### src/core/hfp_pkg.sv
package hfp_pkg;

  // Host bus geometry: word addresses, one 16-bit word each.
  localparam int ADDR_W = 6;
  localparam int DATA_W = 16;
  localparam int FIFO_DEPTH = 8;

  // Each data port takes a block of 16 aliased word addresses.
  localparam int ALIAS_BITS = 4;
  localparam logic [1:0] PORT_RXDATA = 2'h0;
  localparam logic [1:0] PORT_TXDATA = 2'h1;

  // Single-word ports and registers.
  localparam logic [5:0] ADDR_RXSTS_POP = 6'h20;
  localparam logic [5:0] ADDR_RXSTS_PEEK = 6'h21;
  localparam logic [5:0] ADDR_TXSTS_POP = 6'h22;
  localparam logic [5:0] ADDR_TXSTS_PEEK = 6'h23;
  localparam logic [5:0] ADDR_LEVEL = 6'h24;
  localparam logic [5:0] ADDR_EVENT = 6'h25;
  localparam logic [5:0] ADDR_CONTROL = 6'h26;

  // Event register bit positions and their access kinds.
  localparam int EV_RX_STALL = 0;
  localparam int EV_TX_STARVE = 1;
  localparam int EV_FAULT_HIGH = 2;
  localparam int EV_LINK_LOW = 3;
  localparam int EV_TX_DROP = 4;
  localparam int EV_W = 5;
  localparam logic [4:0] EVENT_RESET = 5'h00;

  // Control register bit positions.
  localparam int CTL_SOFT_RESET = 0;
  localparam int CTL_MAC_ENABLE = 1;
  localparam int CTL_KEEP = 2;
  localparam logic MAC_ENABLE_RESET = 1'b0;
  localparam logic KEEP_RESET = 1'b0;

  // Width of each count field in the level register.
  localparam int LEVEL_FIELD_W = 4;

endpackage : hfp_pkg

### src/core/hfp_port_access.sv
// How it works
// - Writes to read-only locations change nothing.
// - Write-only locations read back as zero.
// - Writing one clears bit; zero leaves it.
// - Clear-on-read bits return value, then clear.
// - Latched bits hold until their register is read.
// - Soft-reset-immune bits survive a software reset.
// - System reset loads every register's default value.
// - Four queues: RX status, RX data, TX status, TX data.
// - Data and RX status capacities are settable.
// - Both receive queues are read-only to host.
// - RX status pop port returns and removes head.
// - RX status peek port returns head, keeps it.
// - Each RX data read returns and removes head.
// - Sixteen word aliases reach the RX data port.
// - TX status pop port returns and removes head.
// - TX status peek port returns head, keeps it.
// - TX data port accepts writes only.
// - Sixteen word aliases reach the TX data port.

// Queue with registered flags and a registered head word; capacity limit is live.
module hfp_fifo #(
  parameter int WIDTH = 16,
  parameter int DEPTH = 8,
  localparam int CW = $clog2(DEPTH + 1),
  localparam int PW = $clog2(DEPTH)
) (
  input wire logic clk,
  input wire logic reset,
  input wire logic ce,
  input wire logic inValid,
  input wire logic [WIDTH-1:0] inData,
  output logic inReady,
  output logic outValid,
  output logic [WIDTH-1:0] outData,
  input wire logic outReady,
  input wire logic [CW-1:0] limit,
  output logic [CW-1:0] count
);

  // Pointer wrap relies on a power-of-two depth.
  if (DEPTH < 2 || (1 << PW) != DEPTH) begin : gDepthCheck
    $error("hfp_fifo DEPTH must be a power of two, at least 2");
  end

  logic [WIDTH-1:0] mem [DEPTH];
  logic [PW-1:0] wrPtr;
  logic [PW-1:0] rdPtr;
  logic doPush;
  logic doPop;
  logic [PW-1:0] next_rdPtr;
  logic [CW-1:0] next_count;
  logic [CW-1:0] capacity;

  // A limit of zero or above the depth means the full depth.
  assign capacity = (limit == '0 || limit > CW'(DEPTH)) ? CW'(DEPTH) : limit;
  assign doPush = inValid & inReady;
  assign doPop = outReady & outValid;
  assign next_rdPtr = rdPtr + PW'(doPop);
  assign next_count = count + CW'(doPush) - CW'(doPop);

  // Storage carries no reset; only the pointers define what is valid.
  always_ff @(posedge clk) begin
    if (ce && doPush) begin
      mem[wrPtr] <= inData;
    end
  end

  // The head is prefetched so the output stays a flop, bypassing a write into the head slot.
  always_ff @(posedge clk) begin
    if (reset) begin
      wrPtr <= '0;
      rdPtr <= '0;
      count <= '0;
      inReady <= 1'b1;
      outValid <= 1'b0;
      outData <= '0;
    end else if (ce) begin
      wrPtr <= wrPtr + PW'(doPush);
      rdPtr <= next_rdPtr;
      count <= next_count;
      inReady <= next_count < capacity;
      outValid <= next_count != '0;
      outData <= (doPush && wrPtr == next_rdPtr) ? inData : mem[next_rdPtr];
    end
  end

  // A full queue never takes a word, whatever the limit did meanwhile.
  noOverfill_a: assert property (@(posedge clk) disable iff (reset)
    (count == CW'(DEPTH)) |-> !doPush) else $error("push into a full queue");

endmodule : hfp_fifo

// Host-side access to the four packet queues and the attribute-style status register.
module hfp_port_access #(
  parameter int DEPTH = hfp_pkg::FIFO_DEPTH,
  localparam int CW = $clog2(DEPTH + 1)
) (
  input wire logic clk,
  input wire logic reset,
  input wire logic ce,
  input wire logic hostCsN,
  input wire logic hostRdN,
  input wire logic hostWrN,
  input wire logic [hfp_pkg::ADDR_W-1:0] hostAddr,
  input wire logic [hfp_pkg::DATA_W-1:0] hostDataIn,
  output logic [hfp_pkg::DATA_W-1:0] hostDataOut,
  output logic hostDataOe,
  input wire logic rxStsValid,
  input wire logic [hfp_pkg::DATA_W-1:0] rxStsData,
  output logic rxStsReady,
  input wire logic rxDataValid,
  input wire logic [hfp_pkg::DATA_W-1:0] rxDataWord,
  output logic rxDataReady,
  input wire logic txStsValid,
  input wire logic [hfp_pkg::DATA_W-1:0] txStsData,
  output logic txStsReady,
  output logic txDataValid,
  output logic [hfp_pkg::DATA_W-1:0] txDataWord,
  input wire logic txDataReady,
  input wire logic [CW-1:0] rxStsLimit,
  input wire logic [CW-1:0] rxDataLimit,
  input wire logic [CW-1:0] txDataLimit,
  input wire logic linkFault,
  input wire logic linkUp,
  output logic macEnable,
  output logic keepFlag
);

  localparam int SW = 3 + hfp_pkg::ADDR_W + hfp_pkg::DATA_W + 2;

  // Each count must fit its field in the level register.
  if (CW > hfp_pkg::LEVEL_FIELD_W) begin : gLevelCheck
    $error("hfp_port_access DEPTH too large for the level fields");
  end

  logic [SW-1:0] syncA;
  logic [SW-1:0] syncB;
  logic csS;
  logic rdS;
  logic wrS;
  logic faultS;
  logic linkS;
  logic [hfp_pkg::ADDR_W-1:0] addrS;
  logic [hfp_pkg::DATA_W-1:0] dataS;
  logic rdAct;
  logic wrAct;
  logic rdPrev;
  logic wrPrev;
  logic rdStart;
  logic wrStart;
  logic softResetPulse;
  logic rstAll;

  // Every host pin crosses two flops; the bus is assumed stable across the strobe.
  always_ff @(posedge clk) begin
    if (reset) begin
      syncA <= '0;
      syncB <= '0;
    end else if (ce) begin
      syncA <= {~hostCsN, ~hostRdN, ~hostWrN, hostAddr, hostDataIn, linkFault, linkUp};
      syncB <= syncA;
    end
  end

  assign {csS, rdS, wrS, addrS, dataS, faultS, linkS} = syncB;
  assign rdAct = csS & rdS;
  assign wrAct = csS & wrS;
  // Only the leading edge of a strobe acts, however long it is held.
  assign rdStart = rdAct & ~rdPrev;
  assign wrStart = wrAct & ~wrPrev;
  // Software reset returns queues and registers, except immune bits, to defaults; synchronisers and strobe edge flops see system reset only.
  assign rstAll = reset | softResetPulse;

  always_ff @(posedge clk) begin
    if (reset) begin
      rdPrev <= 1'b0;
      wrPrev <= 1'b0;
    end else if (ce) begin
      rdPrev <= rdAct;
      wrPrev <= wrAct;
    end
  end

  // Address decode; the data ports ignore the low address bits.
  logic isRxData, isTxData, isRxPop, isRxPeek, isTxPop, isTxPeek, isLevel, isEvent, isControl;
  assign isRxData = addrS[hfp_pkg::ADDR_W-1:hfp_pkg::ALIAS_BITS] == hfp_pkg::PORT_RXDATA;
  assign isTxData = addrS[hfp_pkg::ADDR_W-1:hfp_pkg::ALIAS_BITS] == hfp_pkg::PORT_TXDATA;
  assign isRxPop = addrS == hfp_pkg::ADDR_RXSTS_POP;
  assign isRxPeek = addrS == hfp_pkg::ADDR_RXSTS_PEEK;
  assign isTxPop = addrS == hfp_pkg::ADDR_TXSTS_POP;
  assign isTxPeek = addrS == hfp_pkg::ADDR_TXSTS_PEEK;
  assign isLevel = addrS == hfp_pkg::ADDR_LEVEL;
  assign isEvent = addrS == hfp_pkg::ADDR_EVENT;
  assign isControl = addrS == hfp_pkg::ADDR_CONTROL;

  // The four queues and their pop and push strobes.
  logic rxStsHeadValid;
  logic rxDataHeadValid;
  logic txStsHeadValid;
  logic txDataInReady;
  logic [hfp_pkg::DATA_W-1:0] rxStsHead;
  logic [hfp_pkg::DATA_W-1:0] rxDataHead;
  logic [hfp_pkg::DATA_W-1:0] txStsHead;
  logic [CW-1:0] rxStsCount;
  logic [CW-1:0] rxDataCount;
  logic [CW-1:0] txStsCount;
  logic [CW-1:0] txDataCount;
  logic rxStsPop, rxDataPop, txStsPop, txDataPush;
  assign rxStsPop = rdStart & isRxPop & rxStsHeadValid;
  assign rxDataPop = rdStart & isRxData & rxDataHeadValid;
  assign txStsPop = rdStart & isTxPop & txStsHeadValid;
  // Only writes feed the transmit data queue; receive queues take no writes.
  assign txDataPush = wrStart & isTxData;

  hfp_fifo #(.WIDTH(hfp_pkg::DATA_W), .DEPTH(DEPTH)) rxStsQueue (
    .clk(clk), .reset(rstAll), .ce(ce),
    .inValid(rxStsValid), .inData(rxStsData), .inReady(rxStsReady),
    .outValid(rxStsHeadValid), .outData(rxStsHead), .outReady(rxStsPop),
    .limit(rxStsLimit), .count(rxStsCount)
  );

  hfp_fifo #(.WIDTH(hfp_pkg::DATA_W), .DEPTH(DEPTH)) rxDataQueue (
    .clk(clk), .reset(rstAll), .ce(ce),
    .inValid(rxDataValid), .inData(rxDataWord), .inReady(rxDataReady),
    .outValid(rxDataHeadValid), .outData(rxDataHead), .outReady(rxDataPop),
    .limit(rxDataLimit), .count(rxDataCount)
  );

  hfp_fifo #(.WIDTH(hfp_pkg::DATA_W), .DEPTH(DEPTH)) txStsQueue (
    .clk(clk), .reset(rstAll), .ce(ce),
    .inValid(txStsValid), .inData(txStsData), .inReady(txStsReady),
    .outValid(txStsHeadValid), .outData(txStsHead), .outReady(txStsPop),
    .limit(CW'(DEPTH)), .count(txStsCount)
  );

  hfp_fifo #(.WIDTH(hfp_pkg::DATA_W), .DEPTH(DEPTH)) txDataQueue (
    .clk(clk), .reset(rstAll), .ce(ce),
    .inValid(txDataPush), .inData(dataS), .inReady(txDataInReady),
    .outValid(txDataValid), .outData(txDataWord), .outReady(txDataReady),
    .limit(txDataLimit), .count(txDataCount)
  );

  // Event register: sticky sources with set winning over any clear in the same cycle.
  logic [hfp_pkg::EV_W-1:0] eventReg;
  logic [hfp_pkg::EV_W-1:0] next_event;
  logic evRead, evWrite, rxStallEv, txStarveEv, txDropEv;
  assign evRead = rdStart & isEvent;
  assign evWrite = wrStart & isEvent;
  assign rxStallEv = rxDataValid & ~rxDataReady;
  assign txStarveEv = txDataReady & ~txDataValid;
  assign txDropEv = txDataPush & ~txDataInReady;
  assign next_event[hfp_pkg::EV_RX_STALL] = (eventReg[hfp_pkg::EV_RX_STALL]
    & ~(evWrite & dataS[hfp_pkg::EV_RX_STALL])) | rxStallEv;
  assign next_event[hfp_pkg::EV_TX_DROP] = (eventReg[hfp_pkg::EV_TX_DROP]
    & ~(evWrite & dataS[hfp_pkg::EV_TX_DROP])) | txDropEv;
  assign next_event[hfp_pkg::EV_TX_STARVE] = (eventReg[hfp_pkg::EV_TX_STARVE] & ~evRead) | txStarveEv;
  assign next_event[hfp_pkg::EV_FAULT_HIGH] = (eventReg[hfp_pkg::EV_FAULT_HIGH] & ~evRead) | faultS;
  assign next_event[hfp_pkg::EV_LINK_LOW] = evRead ? linkS : (eventReg[hfp_pkg::EV_LINK_LOW] & linkS);

  // Other event register bits are writable only as listed; everything else is read-only.
  always_ff @(posedge clk) begin
    if (rstAll) begin
      eventReg <= hfp_pkg::EVENT_RESET;
    end else if (ce) begin
      eventReg <= next_event;
    end
  end

  // Control: a self-clearing soft reset, an enable, and one bit that only system reset restores.
  always_ff @(posedge clk) begin
    if (rstAll) begin
      softResetPulse <= 1'b0;
      macEnable <= hfp_pkg::MAC_ENABLE_RESET;
    end else if (ce) begin
      softResetPulse <= wrStart & isControl & dataS[hfp_pkg::CTL_SOFT_RESET];
      if (wrStart && isControl) begin
        macEnable <= dataS[hfp_pkg::CTL_MAC_ENABLE];
      end
    end
  end

  // The immune bit sees the system reset alone.
  always_ff @(posedge clk) begin
    if (reset) begin
      keepFlag <= hfp_pkg::KEEP_RESET;
    end else if (ce && wrStart && isControl) begin
      keepFlag <= dataS[hfp_pkg::CTL_KEEP];
    end
  end

  // Read selection; the transmit data port and unmapped words read as zero.
  logic [hfp_pkg::DATA_W-1:0] levelWord;
  logic [hfp_pkg::DATA_W-1:0] controlWord;
  logic [hfp_pkg::DATA_W-1:0] readValue;
  assign levelWord = {hfp_pkg::LEVEL_FIELD_W'(rxStsCount), hfp_pkg::LEVEL_FIELD_W'(rxDataCount),
    hfp_pkg::LEVEL_FIELD_W'(txStsCount), hfp_pkg::LEVEL_FIELD_W'(txDataCount)};
  assign controlWord = hfp_pkg::DATA_W'({keepFlag, macEnable, 1'b0});
  assign readValue =
    (isRxData && rxDataHeadValid) ? rxDataHead :
    ((isRxPop || isRxPeek) && rxStsHeadValid) ? rxStsHead :
    ((isTxPop || isTxPeek) && txStsHeadValid) ? txStsHead :
    isLevel ? levelWord :
    isEvent ? hfp_pkg::DATA_W'(eventReg) :
    isControl ? controlWord :
    '0;

  // Read data is captured once at the strobe's leading edge and held while it lasts.
  always_ff @(posedge clk) begin
    if (rstAll) begin
      hostDataOut <= '0;
      hostDataOe <= 1'b0;
    end else if (ce) begin
      hostDataOe <= rdAct;
      if (rdStart) begin
        hostDataOut <= readValue;
      end
    end
  end

  roNoPop_a: assert property (@(posedge clk) disable iff (rstAll)
    (ce && wrStart && isRxPop) |=> rxStsCount >= $past(rxStsCount))
    else $error("write to read-only port removed an entry");

  woReadZero_a: assert property (@(posedge clk) disable iff (rstAll)
    (ce && rdStart && isTxData) |=> hostDataOut == '0)
    else $error("write-only port read back non-zero");

  w1cClears_a: assert property (@(posedge clk) disable iff (rstAll)
    (ce && evWrite && dataS[hfp_pkg::EV_RX_STALL] && !rxStallEv) |=> !eventReg[hfp_pkg::EV_RX_STALL])
    else $error("write-one did not clear the bit");

  rcReturnsClears_a: assert property (@(posedge clk) disable iff (rstAll)
    (ce && evRead && !txStarveEv) |=> !eventReg[hfp_pkg::EV_TX_STARVE]
    && hostDataOut[hfp_pkg::EV_TX_STARVE] == $past(eventReg[hfp_pkg::EV_TX_STARVE]))
    else $error("clear-on-read bit misbehaved");

  latchHolds_a: assert property (@(posedge clk) disable iff (rstAll)
    (eventReg[hfp_pkg::EV_FAULT_HIGH] && !(ce && evRead)) |=> eventReg[hfp_pkg::EV_FAULT_HIGH])
    else $error("latched bit dropped before a read");

  immuneKeep_a: assert property (@(posedge clk) disable iff (reset)
    softResetPulse |=> keepFlag == $past(keepFlag))
    else $error("immune bit changed on software reset");

  softDefaults_a: assert property (@(posedge clk) disable iff (reset)
    softResetPulse |=> macEnable == hfp_pkg::MAC_ENABLE_RESET && eventReg == hfp_pkg::EVENT_RESET
    && rxDataCount == '0 && !hostDataOe)
    else $error("software reset left a non-default value");

  peekKeeps_a: assert property (@(posedge clk) disable iff (rstAll)
    (ce && rdStart && isRxPeek) |=> rxStsCount >= $past(rxStsCount))
    else $error("peek removed an entry");

  popOne_a: assert property (@(posedge clk) disable iff (rstAll)
    (ce && rxStsPop) |=> rxStsCount + 1'b1 == $past(rxStsCount) + $past(rxStsValid & rxStsReady))
    else $error("status pop did not remove exactly one entry");

  aliasHead_a: assert property (@(posedge clk) disable iff (rstAll)
    (ce && rxDataPop) |=> hostDataOut == $past(rxDataHead) && !rxDataPop)
    else $error("data alias read wrong word or popped twice");

endmodule : hfp_port_access

### config.mk
export PLATFORM = sky130hd
export DESIGN_NAME = hfp_port_access
export DESIGN_NICKNAME = d
export VERILOG_FILES = /design/src/core/hfp_pkg.sv /design/src/core/hfp_port_access.sv
export SDC_FILE = /design/constraint.sdc
export NUM_CORES = 1
export LEC_CHECK = 0
export BUFFER_PORTS_ARGS = -buffer_cell sky130_fd_sc_hd__buf_2
export CORE_ASPECT_RATIO = 0.5
export CORE_MARGIN = 1.5
export CORE_UTILIZATION = 52
export CTS_CLUSTER_SIZE = 25
export DETAILED_ROUTE_END_ITERATION = 12
export MAX_ROUTING_LAYER = met4
export PLACE_DENSITY = 0.69
export SLEW_MARGIN = 20
export SYNTH_ARGS = -nofsm -noshare
export SYNTH_HDL_FRONTEND = slang
export SYNTH_SLANG_ARGS = --single-unit
### constraint.sdc
create_clock -name clk -period 4.05 [get_ports clk]
set_input_delay 0.405 -clock clk [delete_from_list [all_inputs] [get_ports clk]]
set_output_delay 0.405 -clock clk [all_outputs]
set_load 0.02 [all_outputs]
==> out/metrics.cfg, run 1 <==
[outcome]
status = completed

[yosys]
yosysSeqAreaShare_pct = 67.34
synthSimpleGateAreaFrac_pct = 6.691
synth_nets = 2023
synthArstFlopShare_pct = 0
synth-main-ff-cell = edfxtp_1
yosysUniqueCellTypes = 60
avgSynthCellArea_sq_um = 15.15
synth_xor_area_share_pct = 1.309
yosys.area_share.adder_pct = 1.988
syn-cell-area_sq_um = 28570
synthCells = 1886
ys_warn_count = 0
synth-edff-count = 512
synth-seq-cells = 705
synth_mux_area_share_pct = 15.02
synth_top_family_by_area = multiplexers
synth_compound_area_share_pct = 5.842

[clock_network]
cts_buffer_depth = 3
cts.sinks = 705
cts_tree = built
clk_pin_slew_ns = 0.07
cts-resized-gates = 0
htree_num_levels = 2
cts_root_buf = clkbuf_16
insertion_delay_ns = 0.62
cts_made_buffers = 59

[global_route]
grt_pass1_wl_um = 95200
overflow = 0
grt_util_all_layers_pct = 22.85
grt_pass1_vias = 15970
antenna_found_initial = 3
grt_start_max_net_pins = 62

[worst_setup_path]
critPathRequiredTime_ns = 4.59
reg2reg_depth = 9
r2r_slack_ns = 0.63
reg2reg_from = syncB[23]
cp_max_fo = 17
crit_buf_inv = 0
critical_path.top_delay_family = simple AND/OR/NAND/NOR gates
start_kind = flip-flop
arrival_ns = 3.96
cpMostUsedCell = nor3_1
setup.worst_path.end_class = flip-flop
path_class = flip-flop to flip-flop
cp_slowest_cell = nor3_1
r2r-end = rxStsQueue.outData[14]
cpPeakStageDelay_ns = 0.53
cp_cell_sequence = or4b_4 > nor3_1 > and2_1 > ha_1 > xnor2_1 > or2_2 > nor3_1 > or4_1 > o32ai_1

[detailed_routing]
drc_errors = 0
firstDrtPassIters = 5
viasPerCell = 5.807
wl_per_cell_um = 22.28
wl_um = 62440
first_iter_violations = 1317
via_count = 16270
drtAntennaViolNets = 0

[placed_design]
gp_congestion = 0.8665
place_inst = 2684
dpl.hpwl_um = 38690
post_dp_cell_area_sq_um = 30330
io_buffers = 132

[floorplan]
core-area_sq_um = 53980
chipHeight_um = 168.8
die_w_um = 334.5
num_rows = 60
pin_count = 133
die_area_sq_um = 56450
start_util_pct = 52.93

[sta]
fmax_ghz = 0.2924
tightestPinTransition_ns = 0.8915
finalCritPeriodShare_pct = 84.46
tns_ns = 0
whs_ns = 0.02630
rsz0062_at_grt = no
clock_skew_ns = 0.01729
post-route-min-period_ns = 3.421
slew_viol_final = 0
hold_viol = 0
maxSlewHeadroom_pct = 40.56
setup_violations = 0

[layout]
fin_nets = 2175
instances_no_fill = 2802
drive_above_1_share_pct = 20.76
syn_to_final_growth_pct = 12.82
final_cell_mix = edfxtp_1, nor2_1, dfxtp_1
final_common_cell = edfxtp_1
final_area_sq_um = 32230

[power]
peakVddDrop_uv = 350.6
power.density_nw_per_um2 = 451.8
switching_power_w = 0.003264
p_int_w = 0.01130
p_leak_nw = 11.21
swShare_pct = 22.41
pwr-share-comb_pct = 7.1
pwr-share-clk_pct = 37.7
p_total_w = 0.01456
seqPwrFrac_pct = 55.2

[min_path]
hp-start = hostAddr[4]
hold_end = syncA[22]
worstHoldPathCells = 3
worst_hold_path_type = primary input to flip-flop

[run]
cap_violations = 0

## worst max-delay path by stage
| stage | start | to | slack, ns | depth (start not counted) |
|---|---|---|---|---|
| final | syncB[23] | rxStsQueue.outData[14] | 0.63 | 9 |
| after global routing | syncB[23] | rxStsQueue.outData[1] | 0.38 | 11 |
| after CTS | syncB[23] | rxStsQueue.outData[14] | 0.61 | 9 |
| after detailed placement | syncB[23] | rxStsQueue.outData[14] | 0.58 | 9 |
| after global placement | syncB[23] | rxStsQueue.outData[14] | 0.68 | 9 |
| after floorplan | syncB[23] | rxStsQueue.outData[14] | 0.97 | 10 |
## final cells by class
type	count	area, sq um
Inverter	20	75.07
Sequential cell	705	19240
Antenna cell	3	7.507
Clock inverter	26	200.2
Multi-Input combinational cell	1049	8900
Fill cell	4070	21740
Timing Repair Buffer	203	1281
Tap cell	713	892.1
Clock buffer	83	1639
## logic make-up (layout without fill, tap and decap cells)
group	Yosys count	after routing
other cells	0	3
fa+ha+maj	43	43
simple gates	412	412
buf+inv	132	332
mux	305	305
flops	705	705
xor+xnor	38	38
compound gates	251	251
## metal layers
layer	global-route usage [%]	vias up	wire length (um)
met5	-	-	0
met4	7.233	0	1822
met3	3.929	120	3680
met2	35.10	441	29210
met1	31.39	8205	27720
li1	-	7506	-
## synthesized netlist by cell type, types with 16 or more instances
cell,n,area [sq um]
edfxtp_1,512,15370
xor2_1,20,175.2
mux2i_1,179,1792
nor2_1,198,743.2
o211ai_1,20,150.1
nand2b_1,38,237.7
clkbuf_1,89,334.1
a21boi_0,16,120.1
a211oi_1,20,150.1
nor3_1,21,105.1
nand2_1,85,319.1
dfxtp_1,193,3864
o221ai_1,16,140.1
mux4_2,96,2162
inv_1,20,75.07
o21ai_0,32,160.2
ha_1,39,488.0
mux2_2,30,337.8
nor3b_1,18,135.1
a21oi_1,70,350.3
## state kept, by name, indices dropped and copies added (netlist names), 4 cells and up
register and count:
hostDataOut 16, txDataQueue.outData 16, txDataQueue.mem 128, txStsQueue.count 4, eventReg 5, rxStsQueue.outData 16, syncB 27, rxStsQueue.mem 128
rxDataQueue.count 4, rxDataQueue.outData 16, rxDataQueue.mem 128, txDataQueue.count 4, rxStsQueue.count 4, syncA 27, txStsQueue.mem 128, txStsQueue.outData 16
## per-stage QoR
step	worst slack, ns	util [%]
3_3_place_gp	0.6823	56.18
5_1_grt	0.3770	59.72
2_1_floorplan	0.9660	-
4_1_cts	0.6125	59.70
3_5_place_dp	0.5833	56.18
6_report	0.6295	59.72
## power groups by stage
stage                     logic (W)  registers, W  clock network, W
after global placement      0.00101       0.00819                 0
after CTS                   0.00104       0.00803           0.00559
after global routing        0.00114       0.00805           0.00587
after detailed placement    0.00103       0.00819                 0
final                       0.00103       0.00804           0.00550
after floorplan            0.000688       0.00815                 0
## what timing repair did
item | CTS | global route
buffers inserted | 0 | 0
hold endpoints to repair | 6 | 0
hold buffers | 6 | 0
## worst register-to-register path, cell delays in order, from the launching register on
cell and delay, ns:
dfxtp_1 0.40, or4b_4 0.52, nor3_1 0.53, and2_1 0.21
ha_1 0.17, xnor2_1 0.22, or2_2 0.44, nor3_1 0.10
or4_1 0.52, o32ai_1 0.22
No activity file was read; power rests on OpenSTA's default activity.
==> inputs of run 2 (changes only) <==
Clock period 4.05 ns to 3.4 ns, I/O delays scaled along.
==> out/metrics.cfg, run 2 (same netlist as run 1, synthesis figures left out) <==
[worst_setup_path]
setup.worst_path.end_class = flip-flop
cp_max_fo = 14  ; -3
start_kind = flip-flop
arrival_ns = 3.60  ; -0.36 ns
path_class = flip-flop to flip-flop
critPathRequiredTime_ns = 3.86  ; -0.73 ns

[clock_network]
clk_pin_slew_ns = 0.07  ; about the same
cts_made_buffers = 59  ; unchanged
cts_root_buf = clkbuf_16
htree_num_levels = 2  ; unchanged
cts_tree = built
cts_buffer_depth = 3  ; unchanged
cts.sinks = 705  ; unchanged
insertion_delay_ns = 0.62  ; about the same

[placed_design]
gp_congestion = 0.8355  ; -3.6%
place_ws_ns = 0.2586  ; -0.3247 ns
io_buffers = 132  ; unchanged
post_dp_cell_area_sq_um = 30460  ; +0.45%
dpl.hpwl_um = 39080  ; +1.0%

[sta]
layout_setup_ws_ns = 0.2569  ; -0.3726 ns
slew_viol_final = 0  ; unchanged
clock_skew_ns = 0.02525  ; +0.007958 ns
hold_viol = 0  ; unchanged
fmax_ghz = 0.3182  ; +8.8%
finalCritPeriodShare_pct = 92.44  ; +8.0 points
tightestPinTransition_ns = 1.095  ; +0.2030 ns
maxSlewHeadroom_pct = 27.03  ; -14 points
tns_ns = 0  ; unchanged
post-route-min-period_ns = 3.143  ; -0.2774 ns
rsz0062_at_grt = no
setup_violations = 0  ; unchanged

[global_route]
grt_pass1_wl_um = 96230  ; +1.1%
antenna_found_initial = 1  ; -2
grt_pass1_vias = 16130  ; +1.0%
overflow = 0  ; unchanged
use_met1_pct = 31.97  ; +0.58 points
grt_start_max_net_pins = 80  ; +29%
grt_use_met3_pct = 3.448  ; -0.48 points
grt_util_all_layers_pct = 23.00  ; +0.15 points
grtUsageMet2_pct = 35.82  ; +0.72 points
top_usage_layer = met2

[detailed_routing]
firstDrtPassIters = 7  ; +2
wl_um = 63060  ; +1.0%
drc_errors = 0  ; unchanged
viasPerCell = 5.755  ; -0.91%
drtAntennaViolNets = 0  ; unchanged
via_count = 16460  ; +1.1%
first_iter_violations = 1560  ; +18%
wl_per_cell_um = 22.05  ; -1.1%

[power]
power.density_nw_per_um2 = 531.6  ; +18%
peakVddDrop_uv = 401.9  ; +15%
p_int_w = 0.01355  ; +20%
swShare_pct = 22.34  ; -0.076 points
pwr-share-clk_pct = 37.8  ; about the same
seqPwrFrac_pct = 54.9  ; -0.3 points
p_leak_nw = 11.49  ; +2.5%
switching_power_w = 0.003897  ; +19%
p_total_w = 0.01744  ; +20%
pwr-share-comb_pct = 7.4  ; +0.3 points

[layout]
final_common_cell = edfxtp_1
syn_to_final_growth_pct = 14.85
fin_nets = 2232  ; +2.6%
drive_above_1_share_pct = 21.06  ; +0.31 points
final_cell_mix = edfxtp_1, nor2_1, dfxtp_1
final_area_sq_um = 32820  ; +1.8%

[outcome]
status = completed

[floorplan]
num_rows = 60  ; unchanged
chipHeight_um = 168.8  ; unchanged
core-area_sq_um = 53980  ; unchanged
die_w_um = 334.5  ; unchanged
die_area_sq_um = 56450  ; unchanged
pin_count = 133  ; unchanged
start_util_pct = 52.93  ; unchanged

[run]
cap_violations = 0  ; unchanged

[min_path]
worst_hold_path_type = primary input to flip-flop

==> run 2: cell type report <==
class                   instances  area, sq um
diodes                          1        2.502
clock buffers                  79         1614
clock inverters                33        249.0
fillers                      4015        21160
inverters                      20        75.07
multi-input cells            1049         8905
flip-flops and latches        705        19240
well taps                     713        892.1
repair buffers                260         1839
==> run 2: per-layer routing <==
layer / wire (um) / part of all wire (%)
met1: 28030 / 44
met5: 0 / 0
met4: 1517 / 2.4
met3: 3702 / 5.9
met2: 29810 / 47
==> run 2: power groups by stage <==
stage,logic (W),clock network (W),registers (W)
floorplan,0.000822,0,0.00971
global placement,0.00121,0,0.00975
detailed placement,0.00124,0,0.00975
CTS,0.00130,0.00670,0.00956
global route,0.00142,0.00702,0.00958
finish,0.00129,0.00659,0.00957
==> run 2: worst paths after layout <==
path / to / from / slack, ns / cells past startpoint
worst max-delay path: txStsQueue.outData[11] / syncB[23] / 0.26 / 10
worst min-delay path: txStsQueue.mem[5][3] / txStsData[3] / 0.01 / 1
worst max register to register: txStsQueue.outData[11] / syncB[23] / 0.26 / 10
worst min register to register: hostDataOut[0] / hostDataOut[0] / 0.46 / 2
==> run 2: critical path, stage by stage, from the launching register on <==
cell and delay, ns:
dfxtp_1 0.41, nor4b_1 0.45, nand3_1 0.20, nor2_1 0.29
ha_2 0.41, buf_12 0.22, mux4_2 0.52, mux2i_1 0.18
a21oi_1 0.13, mux2i_1 0.15, nor2_1 0.05
==> run 2: timing repair <==
| item | 4_1_cts | 5_1_grt |
|---|---|---|
| endpoints found under the setup margin | 0 | 4 |
| setup buffers | 0 | 0 |
| hold endpoints to repair | 170 | 0 |
| gates resized for setup | 0 | 1 |
| hold buffers | 48 | 0 |
==> run 2: metrics by stage <==
step | std cells | utilization (%) | hold WS (ns)
after global routing | 2860 | 60.80 | 0.01449
after floorplan | 1886 | - | 0.4386
after global placement | 2699 | 56.44 | 0.4437
after detailed placement | 2699 | 56.44 | 0.4454
final | 2860 | 60.80 | 0.01292
after CTS | 2859 | 60.78 | 0.0007155
==> inputs of run 3 (changes only) <==
Clock period 3.4 ns to 3.6 ns, I/O delays scaled along.
==> out/metrics.cfg, run 3 (same netlist as run 1, synthesis figures left out) <==
[layout]
final_cell_mix = edfxtp_1, nor2_1, dfxtp_1
fin_nets = 2208  ; -1.1%
syn_to_final_growth_pct = 14.22
final_common_cell = edfxtp_1
drive_above_1_share_pct = 21.31  ; +0.25 points

[sta]
post-route-min-period_ns = 3.223  ; +0.07969 ns
finalCritPeriodShare_pct = 89.52  ; -2.9 points
rsz0062_at_grt = no
slew_viol_final = 0  ; unchanged
tightestPinTransition_ns = 0.7902  ; -0.3044 ns
hold_viol = 0  ; unchanged
setup_violations = 0  ; unchanged
maxSlewHeadroom_pct = 46.60  ; +20 points
layout_setup_ws_ns = 0.3772  ; +0.1203 ns
clock_skew_ns = 0.02239  ; -0.002859 ns
tns_ns = 0  ; unchanged
fmax_ghz = 0.3103  ; -2.5%

[power]
seqPwrFrac_pct = 54.6  ; -0.3 points
pwr-share-clk_pct = 38.4  ; +0.6 points
p_leak_nw = 11.43  ; -0.56%
power.density_nw_per_um2 = 508.3  ; -4.4%
p_total_w = 0.01659  ; -4.9%
p_int_w = 0.01287  ; -5.0%
switching_power_w = 0.003713  ; -4.7%
pwr-share-comb_pct = 7.1  ; -0.3 points
peakVddDrop_uv = 353.6  ; -12%
swShare_pct = 22.38  ; +0.046 points

[floorplan]
chipHeight_um = 168.8  ; unchanged
num_rows = 60  ; unchanged
die_w_um = 334.5  ; unchanged
start_util_pct = 52.93  ; unchanged
pin_count = 133  ; unchanged
die_area_sq_um = 56450  ; unchanged
core-area_sq_um = 53980  ; unchanged

[clock_network]
clk_pin_slew_ns = 0.07  ; about the same
cts.sinks = 705  ; unchanged
cts_tree = built
cts_made_buffers = 59  ; unchanged
htree_num_levels = 2  ; unchanged
cts_buffer_depth = 3  ; unchanged
cts-resized-gates = 0  ; unchanged
cts_root_buf = clkbuf_16
insertion_delay_ns = 0.62  ; about the same

[worst_setup_path]
path_class = flip-flop to flip-flop
setup.worst_path.end_class = flip-flop
arrival_ns = 3.74  ; +0.14 ns
start_kind = flip-flop
critPathRequiredTime_ns = 4.12  ; +0.26 ns
cp_max_fo = 17  ; +3

[outcome]
status = completed

[global_route]
grt_start_max_net_pins = 55  ; -31%
grt_util_all_layers_pct = 22.91  ; -0.091 points
grt_pass1_wl_um = 95320  ; -0.95%
grt_pass1_vias = 16110  ; -0.16%
overflow = 0  ; unchanged
antenna_found_initial = 3  ; +2

[run]
cap_violations = 0  ; unchanged

[min_path]
worst_hold_path_type = primary input to flip-flop

[detailed_routing]
drc_errors = 0  ; unchanged
met3_length_um = 3993  ; +7.9%
drtAntennaViolNets = 0  ; unchanged
wl_um = 62700  ; -0.57%
first_iter_violations = 1454  ; -6.8%
viasPerCell = 5.801  ; +0.81%
via_count = 16460  ; unchanged
wl_met1_um = 27600  ; -1.5%
firstDrtPassIters = 7  ; unchanged
highest_layer = met4
wl_per_cell_um = 22.10  ; +0.23%
wl_met2_um = 29370  ; -1.5%

[placed_design]
io_buffers = 132  ; unchanged
gp_congestion = 0.8329  ; -0.31%
place_ws_ns = 0.4047  ; +0.1461 ns
dpl.hpwl_um = 39250  ; +0.45%

## run 3: cell count changes in the layout (fill, tap and decap cells not counted), sizes merged
| cell | before | now |
|---|---|---|
| inv | 21 | 23 |
| clkinv | 23 | 20 |
| dlygate4sd3 | 48 | 30 |
| diode | 1 | 3 |
| clkinvlp | 6 | 1 |
| clkbuf | 79 | 84 |
| buf | 212 | 206 |
## run 3: area by class of cell
type                            instances  area [sq um]
Antenna cell                            3         7.507
Fill cell                            4008         21340
Multi-Input combinational cell       1049          8900
Clock inverter                         27         235.2
Tap cell                              713         892.1
Clock buffer                           84          1672
Timing Repair Buffer                  236          1614
Sequential cell                       705         19240
Inverter                               20         75.07
## run 3: worst paths after layout
kind	start	end	slack, ns	cells after the start
setup / recovery	syncB[23]	rxStsQueue.outData[14]	0.38	10
hold / removal	txStsData[3]	txStsQueue.mem[5][3]	0.03	1
setup reg to reg	syncB[23]	rxStsQueue.outData[14]	0.38	10
hold reg to reg	txDataQueue.outData[15]	txDataQueue.outData[15]	0.47	2
## run 3: through the flow
| step | hold slack [ns] | std cells | utilization, % | instance area [sq um] |
|---|---|---|---|---|
| after CTS | 0.0007879 | 2834 | 60.45 | 32630 |
| final | 0.02597 | 2837 | 60.46 | 32630 |
| after global routing | 0.01295 | 2837 | 60.46 | 32630 |
| after global placement | 0.4567 | 2693 | 56.36 | 30420 |
| after floorplan | 0.4386 | 1886 | - | 28570 |
| after detailed placement | 0.4601 | 2693 | 56.36 | 30420 |
## run 3: power groups by stage
| stage | Sequential [W] | Clock [W] | Combinational, W |
|---|---|---|---|
| after global placement | 0.00922 | 0 | 0.00113 |
| after detailed placement | 0.00922 | 0 | 0.00116 |
| final | 0.00905 | 0.00636 | 0.00118 |
| after global routing | 0.00906 | 0.00679 | 0.00131 |
| after floorplan | 0.00917 | 0 | 0.000774 |
| after CTS | 0.00904 | 0.00647 | 0.00119 |
## run 3: critical path, cell delays in order (launching register included)
cell and delay (ns):
dfxtp_1 0.41, or4b_4 0.53, nor3_1 0.22, buf_4 0.17, and2_1 0.12, ha_1 0.17, xnor2_1 0.22, or2_2 0.44
nor3_1 0.08, or4_1 0.52, o32ai_1 0.22
## run 3: repair_timing
action | in CTS | in global routing
setup endpoints to repair | 0 | 0
hold endpoints to repair | 38 | 0
hold buffers | 30 | 0
buffers inserted | 0 | 0
## run 3: metal layers
metal | GRT usage [%] | vias up
li1 | - | 7580
met5 | - | -
met3 | 4.170 | 110
met4 | 6.957 | 0
met1 | 31.31 | 8321
met2 | 35.33 | 447
